`config.mk`:
```
export PLATFORM = sky130hd
export DESIGN_NAME = trc_top
export DESIGN_NICKNAME = d
export VERILOG_FILES = /design/src/hdl/trc_busy.v /design/src/hdl/trc_chan.v /design/src/hdl/trc_top.v
export VERILOG_INCLUDE_DIRS = /design/src /design/src/hdl
export SDC_FILE = /design/constraint.sdc
export NUM_CORES = 1
export LEC_CHECK = 0
export ABC_AREA = 1
export BUFFER_PORTS_ARGS = -buffer_cell sky130_fd_sc_hd__buf_2
export CAP_MARGIN = 30
export CORE_MARGIN = 2
export CORE_UTILIZATION = 52
export DETAILED_ROUTE_END_ITERATION = 10
export PLACE_DENSITY = 0.88
export SYNTH_ARGS = -nofsm -noshare
export SYNTH_HDL_FRONTEND = slang
export SYNTH_SLANG_ARGS = --single-unit
```
`constraint.sdc`:
```
create_clock -name ref_clk -period 2.1 [get_ports ref_clk]
set_input_delay 0.42 -clock ref_clk [delete_from_list [all_inputs] [get_ports ref_clk]]
set_output_delay 0.42 -clock ref_clk [all_outputs]
set_load 0.05 [all_outputs]
```
`src/hdl/trc_regs.vh`:
```
// register map, field positions, reset values and timing counts of the reset controller
`ifndef TRC_REGS_VH
`define TRC_REGS_VH

// ----------------------------------------
// register offsets (byte addresses)
// ----------------------------------------
`define TRC_CTRL_OFS 12'h000
`define TRC_CHRST_OFS 12'h004
`define TRC_LOCK_OFS 12'h008
`define TRC_STAT_OFS 12'h00c
`define TRC_PIN_OFS 12'h010

// ----------------------------------------
// field positions
// ----------------------------------------
`define TRC_CTRL_PLLRST 0
`define TRC_CTRL_PWRDN 1
`define TRC_CTRL_RECFG 2
`define TRC_CTRL_BOND 3
`define TRC_CTRL_XAUI 4
`define TRC_CHRST_TX 0
`define TRC_CHRST_RX 8
`define TRC_CHRST_RXA 16
`define TRC_LOCK_REF 0
`define TRC_LOCK_DATA 8
`define TRC_STAT_PLLLOCK 0
`define TRC_STAT_BUSY 1
`define TRC_STAT_CALDONE 2
`define TRC_STAT_FREQ 8
`define TRC_STAT_MODE 16
`define TRC_PIN_PLLRST 0
`define TRC_PIN_PWRDN 1
`define TRC_PIN_TX 8
`define TRC_PIN_RX 16
`define TRC_PIN_RXA 24

// ----------------------------------------
// reset values and encodings
// ----------------------------------------
`define TRC_CTRL_RST 5'h00
`define TRC_LOCK_RST 32'h0000_0000
`define TRC_MODE_AUTO 2'h0
`define TRC_MODE_LTR 2'h1
`define TRC_MODE_LTD 2'h2
`define TRC_BOND_GROUP 4
`define TRC_HSIZE_WORD 3'h2

// ----------------------------------------
// timing
// ----------------------------------------
`define TRC_CLK_NS 20
`define TRC_CAL_NS 20000
`define TRC_RCFG_NS 2000
`define TRC_PLLR_NS 1000
`define TRC_CAL_CYC ((`TRC_CAL_NS + `TRC_CLK_NS - 1) / `TRC_CLK_NS)
`define TRC_RCFG_CYC ((`TRC_RCFG_NS + `TRC_CLK_NS - 1) / `TRC_CLK_NS)
`define TRC_PLLR_CYC ((`TRC_PLLR_NS + `TRC_CLK_NS - 1) / `TRC_CLK_NS)

`endif

```
`src/hdl/trc_busy.v`:
```
// offset cancellation and reconfiguration busy sequencer
`timescale 1ns/1ps
`default_nettype none
`include "trc_regs.vh"

module trc_busy #(
  parameter CAL_CYC = `TRC_CAL_CYC,
  parameter RCFG_CYC = `TRC_RCFG_CYC,
  parameter PLLR_CYC = `TRC_PLLR_CYC
) (
  input wire ref_clk,
  input wire sys_rst,
  input wire ce,
  input wire reconfig_start,
  output reg busy,
  output reg pll_auto_rst,
  output reg cal_done
);

  localparam [2:0] ST_FIRST = 3'h0;
  localparam [2:0] ST_CAL = 3'h1;
  localparam [2:0] ST_IDLE = 3'h2;
  localparam [2:0] ST_RCFG = 3'h3;
  localparam [2:0] ST_PLLR = 3'h4;

  reg [2:0] state_reg;
  reg [15:0] cnt_reg;

  // ----------------------------------------
  // sequencer
  // ----------------------------------------
  always @(posedge ref_clk) begin
    if (sys_rst) begin
      state_reg <= ST_FIRST;
      cnt_reg <= 16'h0000;
      busy <= 1'b0;
      pll_auto_rst <= 1'b0;
      cal_done <= 1'b0;
    end else if (ce) begin
      case (state_reg)
        ST_FIRST: begin
          state_reg <= ST_CAL;
          busy <= 1'b1;
          cnt_reg <= CAL_CYC[15:0] - 16'h0001;
        end
        ST_CAL: begin
          if (cnt_reg == 16'h0000) begin
            state_reg <= ST_IDLE;
            busy <= 1'b0;
            cal_done <= 1'b1;
          end else begin
            cnt_reg <= cnt_reg - 16'h0001;
          end
        end
        ST_IDLE: begin
          if (reconfig_start) begin
            state_reg <= ST_RCFG;
            busy <= 1'b1;
            cnt_reg <= RCFG_CYC[15:0] - 16'h0001;
          end
        end
        ST_RCFG: begin
          if (cnt_reg == 16'h0000) begin
            state_reg <= ST_PLLR;
            pll_auto_rst <= 1'b1;
            cnt_reg <= PLLR_CYC[15:0] - 16'h0001;
          end else begin
            cnt_reg <= cnt_reg - 16'h0001;
          end
        end
        ST_PLLR: begin
          if (cnt_reg == 16'h0000) begin
            state_reg <= ST_IDLE;
            busy <= 1'b0;
            pll_auto_rst <= 1'b0;
          end else begin
            cnt_reg <= cnt_reg - 16'h0001;
          end
        end
        default: begin
          state_reg <= ST_IDLE;
          busy <= 1'b0;
          pll_auto_rst <= 1'b0;
        end
      endcase
    end
  end

endmodule // trc_busy

`default_nettype wire

```
`src/hdl/trc_chan.v`:
```
// one transceiver channel: reset fan-out, power-down and receiver lock status
`timescale 1ns/1ps
`default_nettype none
`include "trc_regs.vh"

module trc_chan (
  input wire ref_clk,
  input wire sys_rst,
  input wire ce,
  input wire tx_rst_req,
  input wire rx_rst_req,
  input wire rxa_rst_req,
  input wire pwrdn,
  input wire ref_lock_ctl,
  input wire data_lock_ctl,
  input wire cdr_lock_raw,
  output wire tx_pcs_rst,
  output wire rx_pcs_rst,
  output wire cdr_rst,
  output wire tx_buf_pd,
  output wire rx_buf_pd,
  output wire deser_pd,
  output reg freq_locked,
  output wire [1:0] lock_mode
);

  // ----------------------------------------
  // lock mode decode
  // ----------------------------------------
  function [1:0] mode_of;
    input ref_ctl;
    input data_ctl;
    begin
      if (data_ctl)
        mode_of = `TRC_MODE_LTD;
      else if (ref_ctl)
        mode_of = `TRC_MODE_LTR;
      else
        mode_of = `TRC_MODE_AUTO;
    end
  endfunction

  assign lock_mode = mode_of(ref_lock_ctl, data_lock_ctl);

  // ----------------------------------------
  // reset and power-down fan-out
  // ----------------------------------------
  // no clock in the path: assertion and release need no alignment
  // async acceptance
  assign tx_pcs_rst = tx_rst_req | pwrdn;
  assign rx_pcs_rst = rx_rst_req | pwrdn;
  assign cdr_rst = rxa_rst_req | pwrdn;
  assign tx_buf_pd = pwrdn;
  assign rx_buf_pd = pwrdn;
  assign deser_pd = pwrdn;

  // ----------------------------------------
  // frequency lock status
  // ----------------------------------------
  // high in lock-to-data
  always @(posedge ref_clk) begin
    if (sys_rst) begin
      freq_locked <= 1'b0;
    end else if (ce) begin
      if (cdr_rst)
        freq_locked <= 1'b0;
      else if (lock_mode == `TRC_MODE_LTD)
        freq_locked <= 1'b1;
      else if (lock_mode == `TRC_MODE_AUTO)
        freq_locked <= cdr_lock_raw;
      else
        freq_locked <= 1'b0;
    end
  end

endmodule // trc_chan

`default_nettype wire

```
`src/hdl/trc_top.v`:
```
// transceiver reset and power-down controller with ahb-lite register slave
//
// How it works
// - channel resets and block power-down act without any clock alignment
// - every channel has own resets; one power-down covers the block
// - transmit digital reset holds all transmit coding sublayer logic
// - receive digital reset holds all receive coding sublayer logic
// - receive analog reset touches only clock recovery: that channel's, or its whole group's when bonded
// - pll reset hits only the plls; also automatic after reconfiguration
// - block power-down shuts every channel, independent of other resets
// - buffers and deserializer follow power-down only; plls pll reset only
// - pll lock output high while transmit pll is locked
// - frequency lock high in lock-to-data, low in lock-to-reference
// - busy low first cycle, high from second during offset cancellation
// - busy also high for the whole of a reconfiguration
// - xaui bonds channels in fours; other modes bonded or not
// - lock mode from two controls: ref-only, data, or automatic
`timescale 1ns/1ps
`default_nettype none
`include "trc_regs.vh"

module trc_top #(
  parameter CHANNELS = 4,
  parameter CAL_CYC = `TRC_CAL_CYC,
  parameter RCFG_CYC = `TRC_RCFG_CYC,
  parameter PLLR_CYC = `TRC_PLLR_CYC
) (
  input wire ref_clk,
  input wire sys_rst,
  input wire ce,
  input wire hsel,
  input wire [31:0] haddr,
  input wire [1:0] htrans,
  input wire hwrite,
  input wire [2:0] hsize,
  input wire [31:0] hwdata,
  input wire hready,
  output wire hreadyout,
  output reg [31:0] hrdata,
  output wire hresp,
  input wire [CHANNELS-1:0] tx_digital_reset,
  input wire [CHANNELS-1:0] rx_digital_reset,
  input wire [CHANNELS-1:0] rx_analog_reset,
  input wire block_powerdown,
  input wire pll_reset,
  input wire pll_lock_raw,
  input wire [CHANNELS-1:0] cdr_lock_raw,
  input wire [CHANNELS-1:0] reference_lock_mode,
  input wire [CHANNELS-1:0] data_lock_mode,
  output wire [CHANNELS-1:0] tx_pcs_rst,
  output wire [CHANNELS-1:0] rx_pcs_rst,
  output wire [CHANNELS-1:0] cdr_rst,
  output wire [CHANNELS-1:0] tx_buf_pd,
  output wire [CHANNELS-1:0] rx_buf_pd,
  output wire [CHANNELS-1:0] deser_pd,
  output wire pll_rst_out,
  output reg pll_locked,
  output wire [CHANNELS-1:0] freq_locked,
  output wire busy
);

  // ----------------------------------------
  // declarations
  // ----------------------------------------
  reg [4:0] ctrl_reg;
  reg [CHANNELS-1:0] sw_tx_reg;
  reg [CHANNELS-1:0] sw_rx_reg;
  reg [CHANNELS-1:0] sw_rxa_reg;
  reg [CHANNELS-1:0] sw_tx_d_reg;
  reg [CHANNELS-1:0] sw_rx_d_reg;
  reg [CHANNELS-1:0] sw_rxa_d_reg;
  reg [CHANNELS-1:0] sw_ref_reg;
  reg [CHANNELS-1:0] sw_data_reg;
  reg recfg_go_reg;
  reg wr_pend_reg;
  reg rd_pend_reg;
  reg [11:0] addr_reg;
  reg [31:0] rd_next;
  wire addr_phase;
  wire pwrdn;
  wire bonded;
  wire cal_done;
  wire pll_auto_rst;
  wire [CHANNELS-1:0] tx_req;
  wire [CHANNELS-1:0] rx_req;
  wire [CHANNELS-1:0] rxa_req;
  wire [CHANNELS-1:0] tx_own;
  wire [CHANNELS-1:0] rx_own;
  wire [CHANNELS-1:0] rxa_own;
  wire [2*CHANNELS-1:0] mode_vec;

  // ----------------------------------------
  // bonding group merge
  // ----------------------------------------
  // a reset on any member of a bonded group resets the whole group together
  function grp_or;
    input [CHANNELS-1:0] v;
    input integer ch;
    input bond;
    integer k;
    begin
      grp_or = v[ch];
      if (bond) begin
        for (k = 0; k < CHANNELS; k = k + 1) begin
          if ((k / `TRC_BOND_GROUP) == (ch / `TRC_BOND_GROUP))
            grp_or = grp_or | v[k];
        end
      end
    end
  endfunction

  // ----------------------------------------
  // ahb-lite slave
  // ----------------------------------------
  // reads take one wait state so a write just before is always seen
  assign addr_phase = hsel & htrans[1] & hready & ce;
  assign hreadyout = ce & ~rd_pend_reg;
  assign hresp = 1'b0;

  always @(posedge ref_clk) begin
    if (sys_rst) begin
      wr_pend_reg <= 1'b0;
      rd_pend_reg <= 1'b0;
      addr_reg <= 12'h000;
    end else if (ce) begin
      if (rd_pend_reg) begin
        rd_pend_reg <= 1'b0;
      end else if (addr_phase) begin
        wr_pend_reg <= hwrite & (hsize == `TRC_HSIZE_WORD);
        rd_pend_reg <= ~hwrite;
        addr_reg <= haddr[11:0];
      end else if (hready) begin
        wr_pend_reg <= 1'b0;
      end
    end
  end

  always @* begin
    rd_next = 32'h0000_0000;
    case (addr_reg)
      `TRC_CTRL_OFS: begin
        rd_next[4:0] = ctrl_reg;
        rd_next[`TRC_CTRL_RECFG] = 1'b0;
      end
      `TRC_CHRST_OFS: begin
        rd_next[`TRC_CHRST_TX +: CHANNELS] = sw_tx_reg;
        rd_next[`TRC_CHRST_RX +: CHANNELS] = sw_rx_reg;
        rd_next[`TRC_CHRST_RXA +: CHANNELS] = sw_rxa_reg;
      end
      `TRC_LOCK_OFS: begin
        rd_next[`TRC_LOCK_REF +: CHANNELS] = sw_ref_reg;
        rd_next[`TRC_LOCK_DATA +: CHANNELS] = sw_data_reg;
      end
      `TRC_STAT_OFS: begin
        rd_next[`TRC_STAT_PLLLOCK] = pll_locked;
        rd_next[`TRC_STAT_BUSY] = busy;
        rd_next[`TRC_STAT_CALDONE] = cal_done;
        rd_next[`TRC_STAT_FREQ +: CHANNELS] = freq_locked;
        rd_next[`TRC_STAT_MODE +: 2*CHANNELS] = mode_vec;
      end
      `TRC_PIN_OFS: begin
        rd_next[`TRC_PIN_PLLRST] = pll_reset;
        rd_next[`TRC_PIN_PWRDN] = block_powerdown;
        rd_next[`TRC_PIN_TX +: CHANNELS] = tx_digital_reset;
        rd_next[`TRC_PIN_RX +: CHANNELS] = rx_digital_reset;
        rd_next[`TRC_PIN_RXA +: CHANNELS] = rx_analog_reset;
      end
      default: begin
        rd_next = 32'h0000_0000;
      end
    endcase
  end

  always @(posedge ref_clk) begin
    if (sys_rst) begin
      hrdata <= 32'h0000_0000;
    end else if (ce && rd_pend_reg) begin
      hrdata <= rd_next;
    end
  end

  // ----------------------------------------
  // register file
  // ----------------------------------------
  always @(posedge ref_clk) begin
    if (sys_rst) begin
      ctrl_reg <= `TRC_CTRL_RST;
      sw_tx_reg <= {CHANNELS{1'b0}};
      sw_rx_reg <= {CHANNELS{1'b0}};
      sw_rxa_reg <= {CHANNELS{1'b0}};
      sw_ref_reg <= {CHANNELS{1'b0}};
      sw_data_reg <= {CHANNELS{1'b0}};
      recfg_go_reg <= 1'b0;
    end else if (ce) begin
      recfg_go_reg <= 1'b0;
      if (wr_pend_reg && hready) begin
        case (addr_reg)
          `TRC_CTRL_OFS: begin
            ctrl_reg <= hwdata[4:0];
            ctrl_reg[`TRC_CTRL_RECFG] <= 1'b0;
            recfg_go_reg <= hwdata[`TRC_CTRL_RECFG];
          end
          `TRC_CHRST_OFS: begin
            sw_tx_reg <= hwdata[`TRC_CHRST_TX +: CHANNELS];
            sw_rx_reg <= hwdata[`TRC_CHRST_RX +: CHANNELS];
            sw_rxa_reg <= hwdata[`TRC_CHRST_RXA +: CHANNELS];
          end
          `TRC_LOCK_OFS: begin
            sw_ref_reg <= hwdata[`TRC_LOCK_REF +: CHANNELS];
            sw_data_reg <= hwdata[`TRC_LOCK_DATA +: CHANNELS];
          end
          default: begin
            recfg_go_reg <= 1'b0;
          end
        endcase
      end
    end
  end

  // ----------------------------------------
  // software reset stretch
  // ----------------------------------------
  // a one-cycle software pulse would be too short for the channel logic,
  // so each bit is ored with its previous value
  // two-cycle minimum
  always @(posedge ref_clk) begin
    if (sys_rst) begin
      sw_tx_d_reg <= {CHANNELS{1'b0}};
      sw_rx_d_reg <= {CHANNELS{1'b0}};
      sw_rxa_d_reg <= {CHANNELS{1'b0}};
    end else if (ce) begin
      sw_tx_d_reg <= sw_tx_reg;
      sw_rx_d_reg <= sw_rx_reg;
      sw_rxa_d_reg <= sw_rxa_reg;
    end
  end

  assign tx_own = tx_digital_reset | sw_tx_reg | sw_tx_d_reg;
  assign rx_own = rx_digital_reset | sw_rx_reg | sw_rx_d_reg;
  assign rxa_own = rx_analog_reset | sw_rxa_reg | sw_rxa_d_reg;

  assign pwrdn = block_powerdown | ctrl_reg[`TRC_CTRL_PWRDN];

  assign bonded = ctrl_reg[`TRC_CTRL_BOND] | ctrl_reg[`TRC_CTRL_XAUI];

  // ----------------------------------------
  // pll reset and lock
  // ----------------------------------------
  // pll reset sources
  assign pll_rst_out = pll_reset | ctrl_reg[`TRC_CTRL_PLLRST] | pll_auto_rst;

  always @(posedge ref_clk) begin
    if (sys_rst) begin
      pll_locked <= 1'b0;
    end else if (ce) begin
      pll_locked <= pll_lock_raw & ~pll_rst_out;
    end
  end

  // ----------------------------------------
  // busy sequencer
  // ----------------------------------------
  trc_busy #(
    .CAL_CYC(CAL_CYC),
    .RCFG_CYC(RCFG_CYC),
    .PLLR_CYC(PLLR_CYC)
  ) u_busy (
    .ref_clk(ref_clk),
    .sys_rst(sys_rst),
    .ce(ce),
    .reconfig_start(recfg_go_reg),
    .busy(busy),
    .pll_auto_rst(pll_auto_rst),
    .cal_done(cal_done)
  );

  // ----------------------------------------
  // channels
  // ----------------------------------------
  genvar gi;
  generate
    for (gi = 0; gi < CHANNELS; gi = gi + 1) begin : g_chan
      assign tx_req[gi] = grp_or(tx_own, gi, bonded);
      assign rx_req[gi] = grp_or(rx_own, gi, bonded);
      assign rxa_req[gi] = grp_or(rxa_own, gi, bonded);

      trc_chan u_chan (
        .ref_clk(ref_clk),
        .sys_rst(sys_rst),
        .ce(ce),
        .tx_rst_req(tx_req[gi]),
        .rx_rst_req(rx_req[gi]),
        .rxa_rst_req(rxa_req[gi]),
        .pwrdn(pwrdn),
        .ref_lock_ctl(reference_lock_mode[gi] | sw_ref_reg[gi]),
        .data_lock_ctl(data_lock_mode[gi] | sw_data_reg[gi]),
        .cdr_lock_raw(cdr_lock_raw[gi]),
        .tx_pcs_rst(tx_pcs_rst[gi]),
        .rx_pcs_rst(rx_pcs_rst[gi]),
        .cdr_rst(cdr_rst[gi]),
        .tx_buf_pd(tx_buf_pd[gi]),
        .rx_buf_pd(rx_buf_pd[gi]),
        .deser_pd(deser_pd[gi]),
        .freq_locked(freq_locked[gi]),
        .lock_mode(mode_vec[2*gi +: 2])
      );
    end
  endgenerate

endmodule // trc_top

`default_nettype wire
```
Word level (Yosys, flattened, before mapping)
Cells that the tools add are included.
- $add $sub $neg: 1
- equality and inequality tests: 18
- multiplexer cells: 95
- bitwise gates (word level): 86
- reductions and logical operators: 23
- operators by type and width (operator ; number):
    $mux 1 ; 74
    $or 1x1->1 ; 69
    $pmux 16 s4 ; 1
    $mux 16 ; 3
    $eq 12x4->1 const B ; 2
    $or 4x4->4 ; 6
    $reduce_and 3->1 ; 6
    $logic_not 16->1 ; 1
    $pmux 4 s4 ; 1
    $reduce_and 4->1 ; 4
    $sub 16x1->16 const B ; 1
    $eq 12x3->1 const B ; 1
    $eq 12x5->1 const B ; 1
    $logic_not 12->1 ; 1
    $pmux 3 s4 ; 1
    $pmux 4 s3 ; 1
    $pmux 2 s5 ; 1
    $eq 3x2->1 const B ; 3
    $mux 3 ; 3
    $pmux 1 s3 ; 3
    $eq 2x2->1 const B ; 4
    $logic_not 2->1 ; 4
    $mux 2 ; 4
    $mux 4 ; 2
    13 further kinds ; 26
- register bits after elaboration: 99
- input bits: 102
- output and inout port bits: 65
- logic and storage cells: 247

Logic depth before layout (Yosys ltp)
- word-level depth: 12
- depth in mapped cells: 11
- mapped depth without buffers: 11

By module
From an unflattened synthesis, not the netlist that was laid out.
- cells, all modules: 796
- area total of the unflattened synthesis: 5452.7 um2
- by module, submodules not included (module ; instances ; cells each ; area an instance (um2) ; sequential area each (um2)):
    trc_top ; 1 ; 489 ; 3509.6 ; 1461.4
    trc_busy ; 1 ; 239 ; 1492.7 ; 440.4
    trc_chan ; 4 ; 17 ; 112.6 ; 20.0

Worst setup path after synthesis
Ideal clock, no wire load.
- path kind: input-to-output
- start point: in rx_digital_reset[0]
- end point: out rx_pcs_rst[2]
- data arrival time: 1411 ps
- required time: 1680 ps
- setup slack: 269 ps
- stages on the path: 6
- buffers on the path: 1
- path through: or3_1 -> nor2_1 -> nand3_1 -> a21oi_1 -> o21ai_0 -> buf_4
- longest elaborated chain between the ends: 11
- RTL lines (element ; line ; text):
    start, declared ; trc_top.v:42 ; input wire [CHANNELS-1:0] rx_digital_reset,
    $or 4x4->4 (2 in a row) ; trc_top.v:239 ; assign rx_own = rx_digital_reset | sw_rx_reg | sw_rx_d_reg;
    $or 1x1->1 ; trc_top.v:106 ; grp_or = grp_or | v[k];
    $mux 1 ; trc_top.v:103 ; if (bond) begin
    $or 1x1->1 ; trc_top.v:106 ;
    $mux 1 ; trc_top.v:103 ;
    $or 1x1->1 ; trc_top.v:106 ;
    $mux 1 ; trc_top.v:103 ;
    $or 1x1->1 ; trc_top.v:106 ;
    $mux 1 ; trc_top.v:103 ;
    $or 1x1->1 ; trc_chan.v:51 ; assign rx_pcs_rst = rx_rst_req | pwrdn;
    end, declared ; trc_top.v:51 ; output wire [CHANNELS-1:0] rx_pcs_rst,
Every way passes these cells. The select of a mux whose other input is x is not followed.

Worst setup path after layout
- start point: reg sw_rx_d_reg[0]
- end point: out rx_pcs_rst[0]
- longest elaborated chain between the ends: 9
- RTL lines (element ; line ; text):
    start, declared ; trc_top.v:70 ; reg [CHANNELS-1:0] sw_rx_d_reg;
    start signal, assigned ; trc_top.v:229 ; sw_rx_d_reg <= {CHANNELS{1'b0}};
    start signal, assigned ; trc_top.v:233 ; sw_rx_d_reg <= sw_rx_reg;
    $or 4x4->4 * ; trc_top.v:239 ;
    $mux 1 ; trc_top.v:103 ;
    $or 1x1->1 ; trc_top.v:106 ;
    $mux 1 ; trc_top.v:103 ;
    $or 1x1->1 ; trc_top.v:106 ;
    $mux 1 ; trc_top.v:103 ;
    $or 1x1->1 ; trc_top.v:106 ;
    $mux 1 * ; trc_top.v:103 ;
    $or 1x1->1 * ; trc_chan.v:51 ;
Every way passes the cells marked *; elsewhere a longest branch is shown, timed or not. The select of a mux whose other input is x is not followed.

==> flow_metrics.py <==
metrics = {
    "outcome": {
        "status": "finished, violations left",
        "violated_checks": "design-rule violations, negative setup slack",
    },
    "route": {
        "drc_errors": 2,
        "route.final.wire_length_microns": 14750,
        "avgViaCountPerCell": 5.462,
        "dr.first_iter.drc_count": 371,
        "drtAntennaViolNets": 0,
        "detailedRoute.firstPassIterationCount": 8,
        "via_total_after_detailed_routing": 5506,
        "route.detailed.wl_per_inst_microns": 14.63,
    },
    "power_and_ir_drop": {
        "pwr-share-seq": 0.397,
        "power_leakage_uw": 0.002834,
        "combPwrFrac": 0.387,
        "power.switching_uw": 2374,
        "power_uw": 5569,
        "swShare": 0.4262,
        "vdd_drop_max_v": 0.0005868,
        "power-per-cell-area_nw_per_um2": 894.1,
        "pwr-share-clk": 0.216,
        "internal_power_uw": 3195,
    },
    "flow_run": {
        "cap_viol_max_count": 0,
    },
    "hold_path": {
        "hold_path_startpoint": "haddr[6]",
        "min_path_cells": 3,
        "worstHoldPathType": "input port to register",
        "hold_end": "addr_reg[6]",
    },
    "worst_setup_path": {
        "reg2reg_from": "u_busy.cnt_reg[0]",
        "worst-endpoint-required_ns": 1.68,
        "r2r.worst_path.cells": 9,
        "ff2ff_setup_slack_ns": 0.22,
        "cp-end-kind": "output pin",
        "worst-setup-path-type": "register to output pin",
        "worst_ep_arrival_time_ns": 1.83,
        "critPathLaunchType": "register",
        "r2r-end": "u_busy.cnt_reg[3]",
        "cp_max_fo": 4,
    },
    "clock_tree": {
        "clock_latency_ns": 0.38,
        "cts_root_buf": "clkbuf_8",
        "cts_num_sinks": 99,
        "ctsHtreeMaxLevel": 3,
        "tritoncts": "done",
        "cts.clk_slew.worst_paths_ns": 0.11,
        "cts.path.max_buffers": 2,
        "cts_inserted_buffers": 9,
    },
    "timing": {
        "setup_slack_ns": -0.1517,
        "finalClockSkew_ns": 0.02201,
        "finalHoldViolCount": 0,
        "rsz_0062_raised_after_global_routing": "true",
        "setup_viol": 10,
        "clock.fmax_mhz": 444.1,
        "totalNegativeSetupSlack_ns": -0.7264,
        "period_share": 1.072,
        "slew_violations": 0,
        "min_period_ns": 2.252,
    },
    "final_layout": {
        "finish.net_count": 973,
        "final_cell_area_sq_um": 6228,
        "nFillCells": 862,
        "util_after_layout": 0.6343,
        "layout_common_cells": "nand2_1, buf_2, nor2_1, dfxtp_1, inv_1",
        "syn_to_final_growth_pct": 18.35,
        "final-seq-area_sq_um": 1991,
        "combined_area_of_the_multi_input_logic_cells_sq_um": 2743,
        "n_antenna_cell": 0,
        "commonest_non_fill_non_tap_cell_in_the_layout": "nand2_1",
        "layout-drive-gt1-share": 0.2629,
        "flip_flop_count_of_the_largest_register_after_layout": 21,
    },
    "synthesis": {
        "ys.flop_type": "dfxtp_1",
        "seq_area_frac_synth": 0.3766,
        "synth-edff-count": 0,
        "synthesis.area_per_instance_sq_um": 6.826,
        "ys_ff_latch": 99,
        "synth.yosys.warnings": 0,
        "postSynthCellCount": 771,
        "async_flop_share": 0,
        "synth_cell_type_count": 40,
        "synth.cell_area_sq_um": 5263,
    },
    "die": {
        "top_level_ports": 167,
        "die-width_microns": 104.6,
        "floorplan.initialDensity": 0.5359,
        "rows": 36,
        "chipHeight_microns": 104.6,
        "die-area_sq_um": 10940,
        "core_area_sq_um": 9819,
    },
    "grt": {
        "grt_antenna_before_repair": 1,
        "grt_overflow": 0,
        "gr-usage-all-layers": 0.2557,
        "grt_max_degree": 41,
        "via_count_of_the_first_global_routing_pass": 4982,
        "first_pass_grt_wire_length_microns": 22870,
    },
    "placed_design": {
        "placement.setup.worst_slack_ns": -0.02299,
        "gp_routability_congestion": 0.9570,
        "post_dp_cell_area_sq_um": 5732,
        "place_hpwl_microns": 10420,
        "placement.io_buffers": 114,
    },
}
[final cells by class]
| class | count | area share |
|---|---|---|
| multi-input combinational | 542 | 0.4403 |
| inverter | 80 | 0.04942 |
| timing repair buffer | 138 | 0.1332 |
| clock inverter | 7 | 0.01085 |
| clock buffer | 9 | 0.01989 |
| tap | 133 | 0.02672 |
| sequential | 99 | 0.3196 |
[cell usage after synthesis, types with 2 or more instances]
library cell / n / share of area
inv_2: 8 / 0.0057
nand3_2: 5 / 0.0095
dfxtp_1: 99 / 0.38
nor2_2: 8 / 0.0095
o31ai_1: 6 / 0.0086
o31a_1: 2 / 0.0033
buf_2: 4 / 0.0038
o21ai_1: 12 / 0.011
or2_2: 5 / 0.0059
o211ai_1: 6 / 0.0086
nand3_1: 46 / 0.044
clkbuf_1: 12 / 0.0086
o21a_1: 2 / 0.0029
buf_6: 2 / 0.0043
nand3_4: 2 / 0.0067
a21oi_1: 62 / 0.059
nor3_1: 11 / 0.010
o21ai_0: 67 / 0.064
clkinv_1: 2 / 0.0014
xnor2_1: 2 / 0.0033
xor2_1: 3 / 0.0050
nand4_1: 16 / 0.019
nor2_4: 2 / 0.0043
or3_1: 3 / 0.0036
buf_4: 42 / 0.060
o21bai_1: 2 / 0.0029
inv_1: 70 / 0.050
nand2_1: 149 / 0.11
a21oi_2: 2 / 0.0033
nor2_1: 104 / 0.074
nand2_2: 6 / 0.0071
[cell families after synthesis]
family / Yosys count / share of synthesized area
and+or+nand+nor: 362 / 0.3124
DFF: 99 / 0.3766
xor gates and xnor gates: 5 / 0.008323
adders and majority gates: 1 / 0.002377
AOI/OAI and AO/OA: 162 / 0.1652
buffers and inverters: 141 / 0.1343
other: 1 / 0.0007126
[worst max-delay path, stage by stage (launching register included)]
cell and delay (ns):
dfxtp_1 0.32, or3_4 0.37, nor2_2 0.12, nand3_1 0.09, a21oi_2 0.26, nand2_1 0.12, buf_6 0.17
[metrics by stage]
stage	cells	hold WS (ns)
detailed placement	981	0.4340
floorplan	782	0.4323
finish	1008	0.2675
CTS	1004	0.2678
global placement	981	0.4331
global route	1008	0.2645
[worst max path at each step]
stage | from | endpoint | slack, ns | depth (start not counted)
2_1_floorplan | rx_digital_reset[0] | rx_pcs_rst[2] | 0.27 | 6
3_3_place_gp | tx_digital_reset[1] | tx_pcs_rst[2] | 0.03 | 7
3_5_place_dp | tx_digital_reset[1] | tx_pcs_rst[3] | -0.02 | 7
4_1_cts | sw_tx_d_reg[1] | tx_pcs_rst[0] | -0.10 | 6
5_1_grt | sw_rx_d_reg[0] | rx_pcs_rst[0] | -0.22 | 6
6_report | sw_rx_d_reg[0] | rx_pcs_rst[0] | -0.15 | 6
[repair_timing]
action	4_1_cts	5_1_grt
endpoints found under the setup margin	12	13
resized for setup	38	33
pin swaps	10	13
hold buffers	0	0
setup buffers	7	4
[layer usage]
metal  wire, microns  track usage  share of wire
met1            5787       0.3086           0.39
met2            7007       0.4365           0.48
met3            1380      0.05303          0.094
met4             559       0.1181          0.038
met5              13            0        0.00088
[power groups by stage]
stage | logic, uW | registers [uW] | clock network [uW]
after global placement | 2010 | 2240 | 0
after floorplan | 1680 | 2250 | 0
after CTS | 2100 | 2200 | 1220
final | 2150 | 2210 | 1200
after global routing | 2400 | 2240 | 1300
after detailed placement | 2060 | 2240 | 0
No activity file was read; power rests on OpenSTA's default activity.
